**src/udbss_pkg.sv**
```systemverilog
package udbss_pkg;

    //--------------------------------------------------------------
    // clock and timing
    //--------------------------------------------------------------
    localparam int CLK_MHZ        = 100;     // system clock rate
    localparam int RESET_LEGAL_NS = 18700;   // shortest SE0 that may count as bus reset
    localparam int RESET_LATE_MS  = 10;      // SE0 by which reset must be seen
    localparam int RESET_DET_US   = 100;     // chosen detection point, inside the window
    localparam int SUSP_LEGAL_MS  = 3;       // shortest idle that may count as suspend
    localparam int SUSP_MIN_US    = 5000;    // earliest start of suspend entry
    localparam int SUSP_MAX_US    = 6000;    // latest start of suspend entry
    localparam int WAKE_MIN_US    = 11450;   // shortest remote resume drive
    localparam int WAKE_MAX_US    = 12450;   // longest remote resume drive
    // cycle counts, least times rounded up
    localparam int RESET_DET_CYC  = RESET_DET_US * CLK_MHZ;
    localparam int SUSP_CYC       = SUSP_MIN_US * CLK_MHZ;
    localparam int WAKE_CYC       = WAKE_MIN_US * CLK_MHZ;
    localparam int CNT_W          = 24;      // wide enough for the longest count

    //--------------------------------------------------------------
    // register map (byte addresses)
    //--------------------------------------------------------------
    localparam logic [3:0] ADDR_CTRL   = 4'h0;  // bit0 self powered
    localparam logic [3:0] ADDR_STATUS = 4'h4;  // read-only device state
    localparam int         CTRL_SELF_BIT = 0;
    localparam logic       SELF_POW_RST  = 1'b0;
    localparam logic [1:0] RESP_OKAY   = 2'h0;
    localparam logic [1:0] RESP_DECERR = 2'h3;

    //--------------------------------------------------------------
    // usb device states and request kinds
    //--------------------------------------------------------------
    typedef enum logic [1:0] {
        ST_ATTACHED   = 2'b00,
        ST_DEFAULT    = 2'b01,
        ST_ADDRESSED  = 2'b10,
        ST_CONFIGURED = 2'b11
    } udbss_state_t;

    typedef enum logic [2:0] {
        RQ_GET_STAT_DEV = 3'b000,
        RQ_GET_STAT_IF  = 3'b001,
        RQ_SET_FEAT_DEV = 3'b010,
        RQ_CLR_FEAT_DEV = 3'b011,
        RQ_SET_ADDRESS  = 3'b100,
        RQ_SET_CONFIG   = 3'b101,
        RQ_SET_PROTO    = 3'b110,
        RQ_OTHER        = 3'b111
    } udbss_kind_t;

    // decoded setup request from the serial engine
    typedef struct packed {
        udbss_kind_t kind;
        logic [7:0]  value;   // wValue low byte
    } udbss_req_t;

    // answer to a request: stall or two data bytes, byte 0 low
    typedef struct packed {
        logic        stall;
        logic [15:0] data;
    } udbss_rsp_t;

endpackage

```
**src/udbss_top.sv**
```systemverilog
//
// Function
// - ignore requests until first bus reset
// - SE0 past threshold means bus reset
// - bus reset clears address, enters Default
// - bus reset selects Report, flushes IN
// - bus reset restores power-on register values
// - long bus idle means suspend request
// - start suspend between 5 and 6 ms
// - enters suspend at once, current frame not finished first
// - remote resume needs enable and button
// - drive remote resume 11.45 to 12.45 ms
// - device status: self powered, remote wake
// - device status accepted in all live states
// - set/clear feature toggles remote wakeup
// - interface status stalls unless Configured
// - interface status returns two zero bytes
// - suspend enters low power, activity leaves
//
module udbss_top #(
    parameter int RESET_CYC = udbss_pkg::RESET_DET_CYC,
    parameter int SUSP_CYC  = udbss_pkg::SUSP_CYC,
    parameter int WAKE_CYC  = udbss_pkg::WAKE_CYC
) (
    // clock and reset
    input  wire logic                  clk,
    input  wire logic                  rst,
    // usb line pins
    input  wire logic                  dpIn,
    input  wire logic                  dmIn,
    output logic                       dpOut,
    output logic                       dmOut,
    output logic                       lineOe,
    // button pin
    input  wire logic                  buttonIn,
    // request port from the serial engine
    input  wire logic                  reqValid,
    input  wire udbss_pkg::udbss_req_t req,
    output logic                       rspValid,
    output udbss_pkg::udbss_rsp_t      rsp,
    // device side effects
    output logic                       flushIn,
    output logic                       lowPower,
    // axi4-lite slave
    input  wire logic [3:0]            awaddr,
    input  wire logic                  awvalid,
    output logic                       awready,
    input  wire logic [31:0]           wdata,
    input  wire logic [3:0]            wstrb,
    input  wire logic                  wvalid,
    output logic                       wready,
    output logic [1:0]                 bresp,
    output logic                       bvalid,
    input  wire logic                  bready,
    input  wire logic [3:0]            araddr,
    input  wire logic                  arvalid,
    output logic                       arready,
    output logic [31:0]                rdata,
    output logic [1:0]                 rresp,
    output logic                       rvalid,
    input  wire logic                  rready
);

    //--------------------------------------------------------------
    // pin synchronisers
    //--------------------------------------------------------------
    logic [2:0] syncA_reg;     // first stage, read only by second
    logic [2:0] syncB_reg;     // dp, dm, button after two flops
    always_ff @(posedge clk or posedge rst) begin
        if (rst) begin
            // start from idle J so no false SE0 is timed after reset
            syncA_reg <= 3'h1;
            syncB_reg <= 3'h1;
        end else begin
            syncA_reg <= {buttonIn, dmIn, dpIn};
            syncB_reg <= syncA_reg;
        end
    end
    logic lineSe0, lineIdle, button;
    assign lineSe0  = !syncB_reg[0] && !syncB_reg[1];   // both lines low
    assign lineIdle = syncB_reg[0] && !syncB_reg[1];    // full-speed J
    assign button   = syncB_reg[2];

    //--------------------------------------------------------------
    // axi4-lite slave
    //--------------------------------------------------------------
    logic [3:0]  awAddr_reg,  awAddr_next;   // held write address
    logic        awHave_reg,  awHave_next;
    logic [31:0] wData_reg,   wData_next;    // held write data
    logic        wLow_reg,    wLow_next;     // byte lane 0 enabled
    logic        wHave_reg,   wHave_next;
    logic        bValid_reg,  bValid_next;
    logic [1:0]  bResp_reg,   bResp_next;
    logic        rValid_reg,  rValid_next;
    logic [31:0] rData_reg,   rData_next;
    logic [1:0]  rResp_reg,   rResp_next;
    logic        ctrlWrite;                  // one-cycle write of CTRL
    logic [31:0] statusWord;                 // live device state
    logic        selfPow_reg, selfPow_next;  // self powered, CTRL bit 0

    assign awready = !awHave_reg && !bValid_reg;
    assign wready  = !wHave_reg && !bValid_reg;
    assign arready = !rValid_reg;
    assign bvalid  = bValid_reg;
    assign bresp   = bResp_reg;
    assign rvalid  = rValid_reg;
    assign rdata   = rData_reg;
    assign rresp   = rResp_reg;

    // address and data may arrive in either order; commit once both held
    always_comb begin
        awAddr_next = awAddr_reg;
        awHave_next = awHave_reg;
        wData_next  = wData_reg;
        wLow_next   = wLow_reg;
        wHave_next  = wHave_reg;
        bValid_next = bValid_reg;
        bResp_next  = bResp_reg;
        rValid_next = rValid_reg;
        rData_next  = rData_reg;
        rResp_next  = rResp_reg;
        ctrlWrite   = 1'b0;
        if (awvalid && awready) begin
            awAddr_next = awaddr;
            awHave_next = 1'b1;
        end
        if (wvalid && wready) begin
            wData_next = wdata;
            wLow_next  = wstrb[0];
            wHave_next = 1'b1;
        end
        if (awHave_reg && wHave_reg) begin
            awHave_next = 1'b0;
            wHave_next  = 1'b0;
            bValid_next = 1'b1;
            // status is read-only: writes there are accepted and dropped
            if (awAddr_reg == udbss_pkg::ADDR_CTRL) begin
                ctrlWrite  = wLow_reg;
                bResp_next = udbss_pkg::RESP_OKAY;
            end else if (awAddr_reg == udbss_pkg::ADDR_STATUS) begin
                bResp_next = udbss_pkg::RESP_OKAY;
            end else begin
                bResp_next = udbss_pkg::RESP_DECERR;
            end
        end
        if (bValid_reg && bready) begin
            bValid_next = 1'b0;
        end
        if (arvalid && arready) begin
            rValid_next = 1'b1;
            rResp_next  = udbss_pkg::RESP_OKAY;
            case (araddr)
                udbss_pkg::ADDR_CTRL:   rData_next = {31'h0, selfPow_reg};
                udbss_pkg::ADDR_STATUS: rData_next = statusWord;
                default: begin
                    rData_next = 32'h0;
                    rResp_next = udbss_pkg::RESP_DECERR;
                end
            endcase
        end else if (rValid_reg && rready) begin
            rValid_next = 1'b0;
        end
    end

    always_ff @(posedge clk or posedge rst) begin
        if (rst) begin
            awAddr_reg <= 4'h0;
            awHave_reg <= 1'b0;
            wData_reg  <= 32'h0;
            wLow_reg   <= 1'b0;
            wHave_reg  <= 1'b0;
            bValid_reg <= 1'b0;
            bResp_reg  <= 2'h0;
            rValid_reg <= 1'b0;
            rData_reg  <= 32'h0;
            rResp_reg  <= 2'h0;
        end else begin
            awAddr_reg <= awAddr_next;
            awHave_reg <= awHave_next;
            wData_reg  <= wData_next;
            wLow_reg   <= wLow_next;
            wHave_reg  <= wHave_next;
            bValid_reg <= bValid_next;
            bResp_reg  <= bResp_next;
            rValid_reg <= rValid_next;
            rData_reg  <= rData_next;
            rResp_reg  <= rResp_next;
        end
    end

    //--------------------------------------------------------------
    // usb bus state, suspend, resume and requests
    //--------------------------------------------------------------
    udbss_pkg::udbss_state_t state_reg, state_next;   // usb device state
    logic [6:0]              addr_reg,  addr_next;    // assigned address
    logic                    wake_reg,  wake_next;    // remote wakeup enable
    logic                    proto_reg, proto_next;   // 1 = report protocol
    logic                    seen_reg,  seen_next;    // first reset received
    logic                    susp_reg,  susp_next;    // suspended
    logic                    drive_reg, drive_next;   // driving resume K
    logic                    btnPrev_reg, btnPrev_next;
    logic                    flush_reg, flush_next;
    logic                    rspV_reg,  rspV_next;
    udbss_pkg::udbss_rsp_t   rsp_reg,   rsp_next;
    logic [udbss_pkg::CNT_W-1:0] se0Cnt_reg,  se0Cnt_next;
    logic [udbss_pkg::CNT_W-1:0] idleCnt_reg, idleCnt_next;
    logic [udbss_pkg::CNT_W-1:0] wakeCnt_reg, wakeCnt_next;
    logic                    busReset;                // one-cycle reset event

    localparam logic [udbss_pkg::CNT_W-1:0] RESET_LAST = (udbss_pkg::CNT_W)'(RESET_CYC - 1);
    localparam logic [udbss_pkg::CNT_W-1:0] SUSP_LAST  = (udbss_pkg::CNT_W)'(SUSP_CYC - 1);
    localparam logic [udbss_pkg::CNT_W-1:0] WAKE_LAST  = (udbss_pkg::CNT_W)'(WAKE_CYC - 1);

    assign statusWord = {18'h0, addr_reg, seen_reg, proto_reg, drive_reg, susp_reg,
                         wake_reg, state_reg};
    assign busReset = lineSe0 && (se0Cnt_reg == RESET_LAST);

    always_comb begin
        state_next   = state_reg;
        addr_next    = addr_reg;
        wake_next    = wake_reg;
        proto_next   = proto_reg;
        seen_next    = seen_reg;
        susp_next    = susp_reg;
        drive_next   = drive_reg;
        selfPow_next = ctrlWrite ? wData_reg[udbss_pkg::CTRL_SELF_BIT] : selfPow_reg;
        btnPrev_next = button;
        flush_next   = 1'b0;
        rspV_next    = 1'b0;
        rsp_next     = rsp_reg;
        se0Cnt_next  = (lineSe0 && se0Cnt_reg != RESET_LAST) ? se0Cnt_reg + 1'b1 : '0;
        idleCnt_next = (lineIdle && !susp_reg && !drive_reg && idleCnt_reg != SUSP_LAST)
                       ? idleCnt_reg + 1'b1 : '0;
        wakeCnt_next = drive_reg ? wakeCnt_reg + 1'b1 : '0;
        if (busReset) begin
            state_next   = udbss_pkg::ST_DEFAULT;
            addr_next    = 7'h00;
            proto_next   = 1'b1;
            flush_next   = 1'b1;
            wake_next    = 1'b0;
            selfPow_next = udbss_pkg::SELF_POW_RST;
            susp_next    = 1'b0;
            drive_next   = 1'b0;
            seen_next    = 1'b1;
        end else if (drive_reg) begin
            // hold K for the fixed length
            if (wakeCnt_reg == WAKE_LAST) begin
                drive_next = 1'b0;
            end
        end else if (susp_reg) begin
            // wake only if enabled and pressed
            if (wake_reg && button && !btnPrev_reg) begin
                drive_next = 1'b1;
                susp_next  = 1'b0;
            end else if (!lineIdle) begin
                susp_next = 1'b0;
            end
        // entered at 5 ms of idle
        // no frame tail is kept, so entry is immediate
        end else if (lineIdle && idleCnt_reg == SUSP_LAST) begin
            susp_next = 1'b1;
        end else if (reqValid && seen_reg) begin
            rspV_next      = 1'b1;
            rsp_next.stall = 1'b0;
            rsp_next.data  = 16'h0000;
            case (req.kind)
                // self powered bit 0, wakeup bit 1
                udbss_pkg::RQ_GET_STAT_DEV: rsp_next.data = {14'h0000, wake_reg, selfPow_reg};
                udbss_pkg::RQ_GET_STAT_IF:
                    rsp_next.stall = (state_reg != udbss_pkg::ST_CONFIGURED);
                udbss_pkg::RQ_SET_FEAT_DEV: wake_next = 1'b1;
                udbss_pkg::RQ_CLR_FEAT_DEV: wake_next = 1'b0;
                udbss_pkg::RQ_SET_ADDRESS: begin
                    addr_next  = req.value[6:0];
                    state_next = (req.value[6:0] == 7'h00) ? udbss_pkg::ST_DEFAULT
                                                           : udbss_pkg::ST_ADDRESSED;
                end
                udbss_pkg::RQ_SET_CONFIG: begin
                    if (state_reg == udbss_pkg::ST_DEFAULT) begin
                        rsp_next.stall = 1'b1;
                    end else begin
                        state_next = (req.value == 8'h01) ? udbss_pkg::ST_CONFIGURED
                                                          : udbss_pkg::ST_ADDRESSED;
                    end
                end
                udbss_pkg::RQ_SET_PROTO: proto_next = req.value[0];
                default: rsp_next.stall = 1'b1;
            endcase
        end
    end

    always_ff @(posedge clk or posedge rst) begin
        if (rst) begin
            state_reg   <= udbss_pkg::ST_ATTACHED;
            addr_reg    <= 7'h00;
            wake_reg    <= 1'b0;
            proto_reg   <= 1'b1;
            seen_reg    <= 1'b0;
            susp_reg    <= 1'b0;
            drive_reg   <= 1'b0;
            selfPow_reg <= udbss_pkg::SELF_POW_RST;
            btnPrev_reg <= 1'b0;
            flush_reg   <= 1'b0;
            rspV_reg    <= 1'b0;
            rsp_reg     <= '0;
            se0Cnt_reg  <= '0;
            idleCnt_reg <= '0;
            wakeCnt_reg <= '0;
        end else begin
            state_reg   <= state_next;
            addr_reg    <= addr_next;
            wake_reg    <= wake_next;
            proto_reg   <= proto_next;
            seen_reg    <= seen_next;
            susp_reg    <= susp_next;
            drive_reg   <= drive_next;
            selfPow_reg <= selfPow_next;
            btnPrev_reg <= btnPrev_next;
            flush_reg   <= flush_next;
            rspV_reg    <= rspV_next;
            rsp_reg     <= rsp_next;
            se0Cnt_reg  <= se0Cnt_next;
            idleCnt_reg <= idleCnt_next;
            wakeCnt_reg <= wakeCnt_next;
        end
    end

    // resume K: dp low, dm high
    assign dpOut    = 1'b0;
    assign dmOut    = drive_reg;
    assign lineOe   = drive_reg;
    assign lowPower = susp_reg;
    assign flushIn  = flush_reg;
    assign rspValid = rspV_reg;
    assign rsp      = rsp_reg;
endmodule

```
**config.mk**
```make
export PLATFORM = sky130hd
export DESIGN_NAME = udbss_top
export DESIGN_NICKNAME = d
export VERILOG_FILES = /design/src/udbss_pkg.sv /design/src/udbss_top.sv
export SDC_FILE = /design/constraint.sdc
export NUM_CORES = 1
export LEC_CHECK = 0
export BUFFER_PORTS_ARGS = -buffer_cell sky130_fd_sc_hd__buf_2
export CORE_MARGIN = 2
export CORE_UTILIZATION = 30
export DETAILED_ROUTE_END_ITERATION = 7
export PLACE_DENSITY = 0.57
export SLEW_MARGIN = 20
export SYNTH_ARGS = -nofsm -noshare
export SYNTH_HDL_FRONTEND = slang
export SYNTH_SLANG_ARGS = --single-unit
```
**constraint.sdc**
```tcl
create_clock -name clk -period 10.8 [get_ports clk]
set_input_delay 1.62 -clock clk [delete_from_list [all_inputs] [get_ports clk]]
set_output_delay 1.62 -clock clk [all_outputs]
set_load 0.01 [all_outputs]
```
==> impl_metrics.yaml <==
power:
  power.density_nw_per_um2: 169
  cellLeakagePower_nw: 3.07
  ir_worst_vdd_mv: 0.114
  power_mw: 1.19
sta:
  finalSetupViolCount: 0
  timing.final.crit_share: 0.265
  rsz0062_at_grt: "false"
  clock.fmax_mhz: 350
  slew_violations: 0
  clock_skew_ps: 15.1
  tightest_slew_ps: 1100
  finalHoldViolations: 0
  relSlewSlack: 0.262
  final.setup.tns_ps: 0
  period_minus_slack_ps: 2860
yosys:
  synth.avg_cell_area_um2: 10.3
  synthAdderAreaFrac: 0.00627
  synth_xor_area_frac: 0.0834
  synth_top_family_by_area: "simple AND/OR/NAND/NOR gates"
  synthSimpleGateAreaFrac: 0.225
  yosys_most_used_dff: "dfrtp_1"
  synth_top_area_frac: 0.510
  synth_edf_count: 0
  synth_top_area_cell: "dfrtp_1"
  async_reset_ff_frac: 1.00
  ys_types: 54
  syn_area_um2: 5990
  synth_compound_area_frac: 0.0731
  yosys_warnings: 0
  ys_seq_area_frac: 0.523
  synthCells: 579
  ys_seq_elements: 125
  synthTopCellsByArea: "dfrtp_1 51%, nor2_1 4.6%, buf_4 4.5%"
  muxShareOfSynthArea: 0.0217
final_layout:
  final_common_cell: "dfrtp_1"
  nets: 714
  area_growth_pct: 18.0
  n_fill_cell: 2001
  final_area_um2: 7070
  drive_gt1_frac: 0.185
  diodes: 0
  most-common-layout-cells: "122 x dfrtp_1, 73 x nor2_1, 62 x buf_2, 37 x nand2_1, 33 x conb_1"
  finalNonFillerCells: 923
placed_design:
  placedCellCount: 891
  place.gp.congestion: 0.752
  place_area_um2: 6440
  dp_hpwl_um: 8160
  port-buffer-count: 62
grt:
  grt.total_usage: 0.120
  antenna_found_initial: 0
  grt_pass1_vias: 4088
  grt_pass1_wl_um: 20600
  overflow: 0
  grt_max_degree: 77
die:
  die_width_um: 145
  io_pins: 130
  initial_utilization: 0.307
  die-area_um2: 21100
  rows: 51
  core_area_um2: 19500
  die_height_um: 145
worst_setup_path:
  crit_fanout: 4
  max_stage_delay_ps: 520
  cp_data_required_time_ps: 11140
  crit_slowest_cell: "or4_1"
  crit_type: "in -> reg"
  crit_arrival_ps: 3200
  cp_cell_sequence: "buf_2 > or4_1 > nor4_1 > a21bo_2 > a221oi_1 > a22oi_1"
  cp-start-kind: "primary input"
  crit_path_end_kind: "flop"
  ff2ff_path_depth: 6
  reg2reg_setup_slack_ps: 8370
clock_tree:
  insertion_delay_ps: 420
  post_cts_resized: 0
  cts_root_buffer: "clkbuf_16"
  ctsHtreeMaxLevel: 4
  hold_buffers: 0
  ctsLongestPathBuffers: 2
  cts.clk_slew.worst_paths_ps: 60
  numClockSinks: 125
  post_cts_buffers: 0
  cts_tree: "built"
  cts_buffers: 17
drt:
  drtPass1Iterations: 5
  viasPerCell: 4.58
  dr.first_iter.drc_count: 190
  drt_wl_total_um: 12000
  ant_nets: 0
  vias: 4229
  post-route-drc-count: 0
  wl_per_cell_um: 13.0
status:
  status: "finished, final reports clean"
run:
  timing.max_cap.violations: 0
min_path:
  min_path_cells: 0
  holdCritPathClass: "reg -> reg"
[area by class of cell]
class | instances | area (µm²) | area share
Timing Repair Buffer | 64 | 325 | 0.0460
Clock inverter | 12 | 160 | 0.0227
Multi-Input combinational cell | 417 | 2570 | 0.364
Tap cell | 265 | 332 | 0.0469
Sequential cell | 125 | 3130 | 0.443
Inverter | 20 | 77.6 | 0.0110
Clock buffer | 20 | 467 | 0.0660
[critical path: cells and delay by family]
kind | cells | cell delay, ps
buffers and inverters | 1 | 110
and+or+nand+nor | 2 | 960
AOI/OAI and AO/OA | 3 | 510
[synthesized netlist by cell type, types with 3 or more instances]
master	n
o21bai_1	3
dfrtp_1	122
ha_1	3
clkbuf_1	11
o21ai_0	16
and4_1	9
nand3_1	29
and2_1	8
buf_4	36
a22o_1	20
or2_2	3
xor2_1	27
dfstp_2	3
or4_1	3
a21oi_1	14
or3_1	9
nor3b_1	3
nand4_1	14
nand2_1	37
mux2_2	8
nor2_1	73
inv_1	20
and3_1	9
nor3_1	20
mux2i_1	4
nor4_1	12
xnor2_1	30
[path summary, 6_finish.rpt]
check | from | to
max in group asynchronous | rst | idleCnt_reg[19]
min in group asynchronous | rst | syncA_reg[2]
min reg2reg | syncA_reg[1] | syncB_reg[1]
max reg2reg | se0Cnt_reg[0] | wake_reg
min | syncA_reg[1] | syncB_reg[1]
max | req[2] | state_reg[0]
[cells by family (layout without fill, tap and decap cells)]
logic type / after synthesis / count (layout)
other cells: 1 / 33
fa+ha+maj: 3 / 3
flops: 125 / 125
compound gates: 64 / 64
simple gates: 248 / 248
buf+inv: 69 / 116
mux: 12 / 12
xor+xnor: 57 / 57
[routing by layer]
metal,vias up,wire length (µm),part of all wire,track usage
met5,-,0,0,0
met4,0,136,0.011,0.0397
met3,10,491,0.041,0.0403
met2,69,5620,0.47,0.184
met1,2060,5800,0.48,0.160
li1,2090,-,-,-
[power by group]
group	switching, mW	total (mW)	internal (mW)
clock	0.213	0.595	0.382
sequential	0.0163	0.510	0.494
combinational	0.0518	0.0883	0.0365
total	0.281	1.19	0.912
[metrics by stage]
step / utilization / setup WS (ps) / hold slack, ps
after floorplan: - / 5860 / 331
after global placement: 0.330 / 7500 / 337
after detailed placement: 0.330 / 7530 / 339
after CTS: 0.362 / 7900 / 351
after global routing: 0.362 / 7790 / 358
final: 0.362 / 7940 / 349
(Power assumes the default switching activity.)
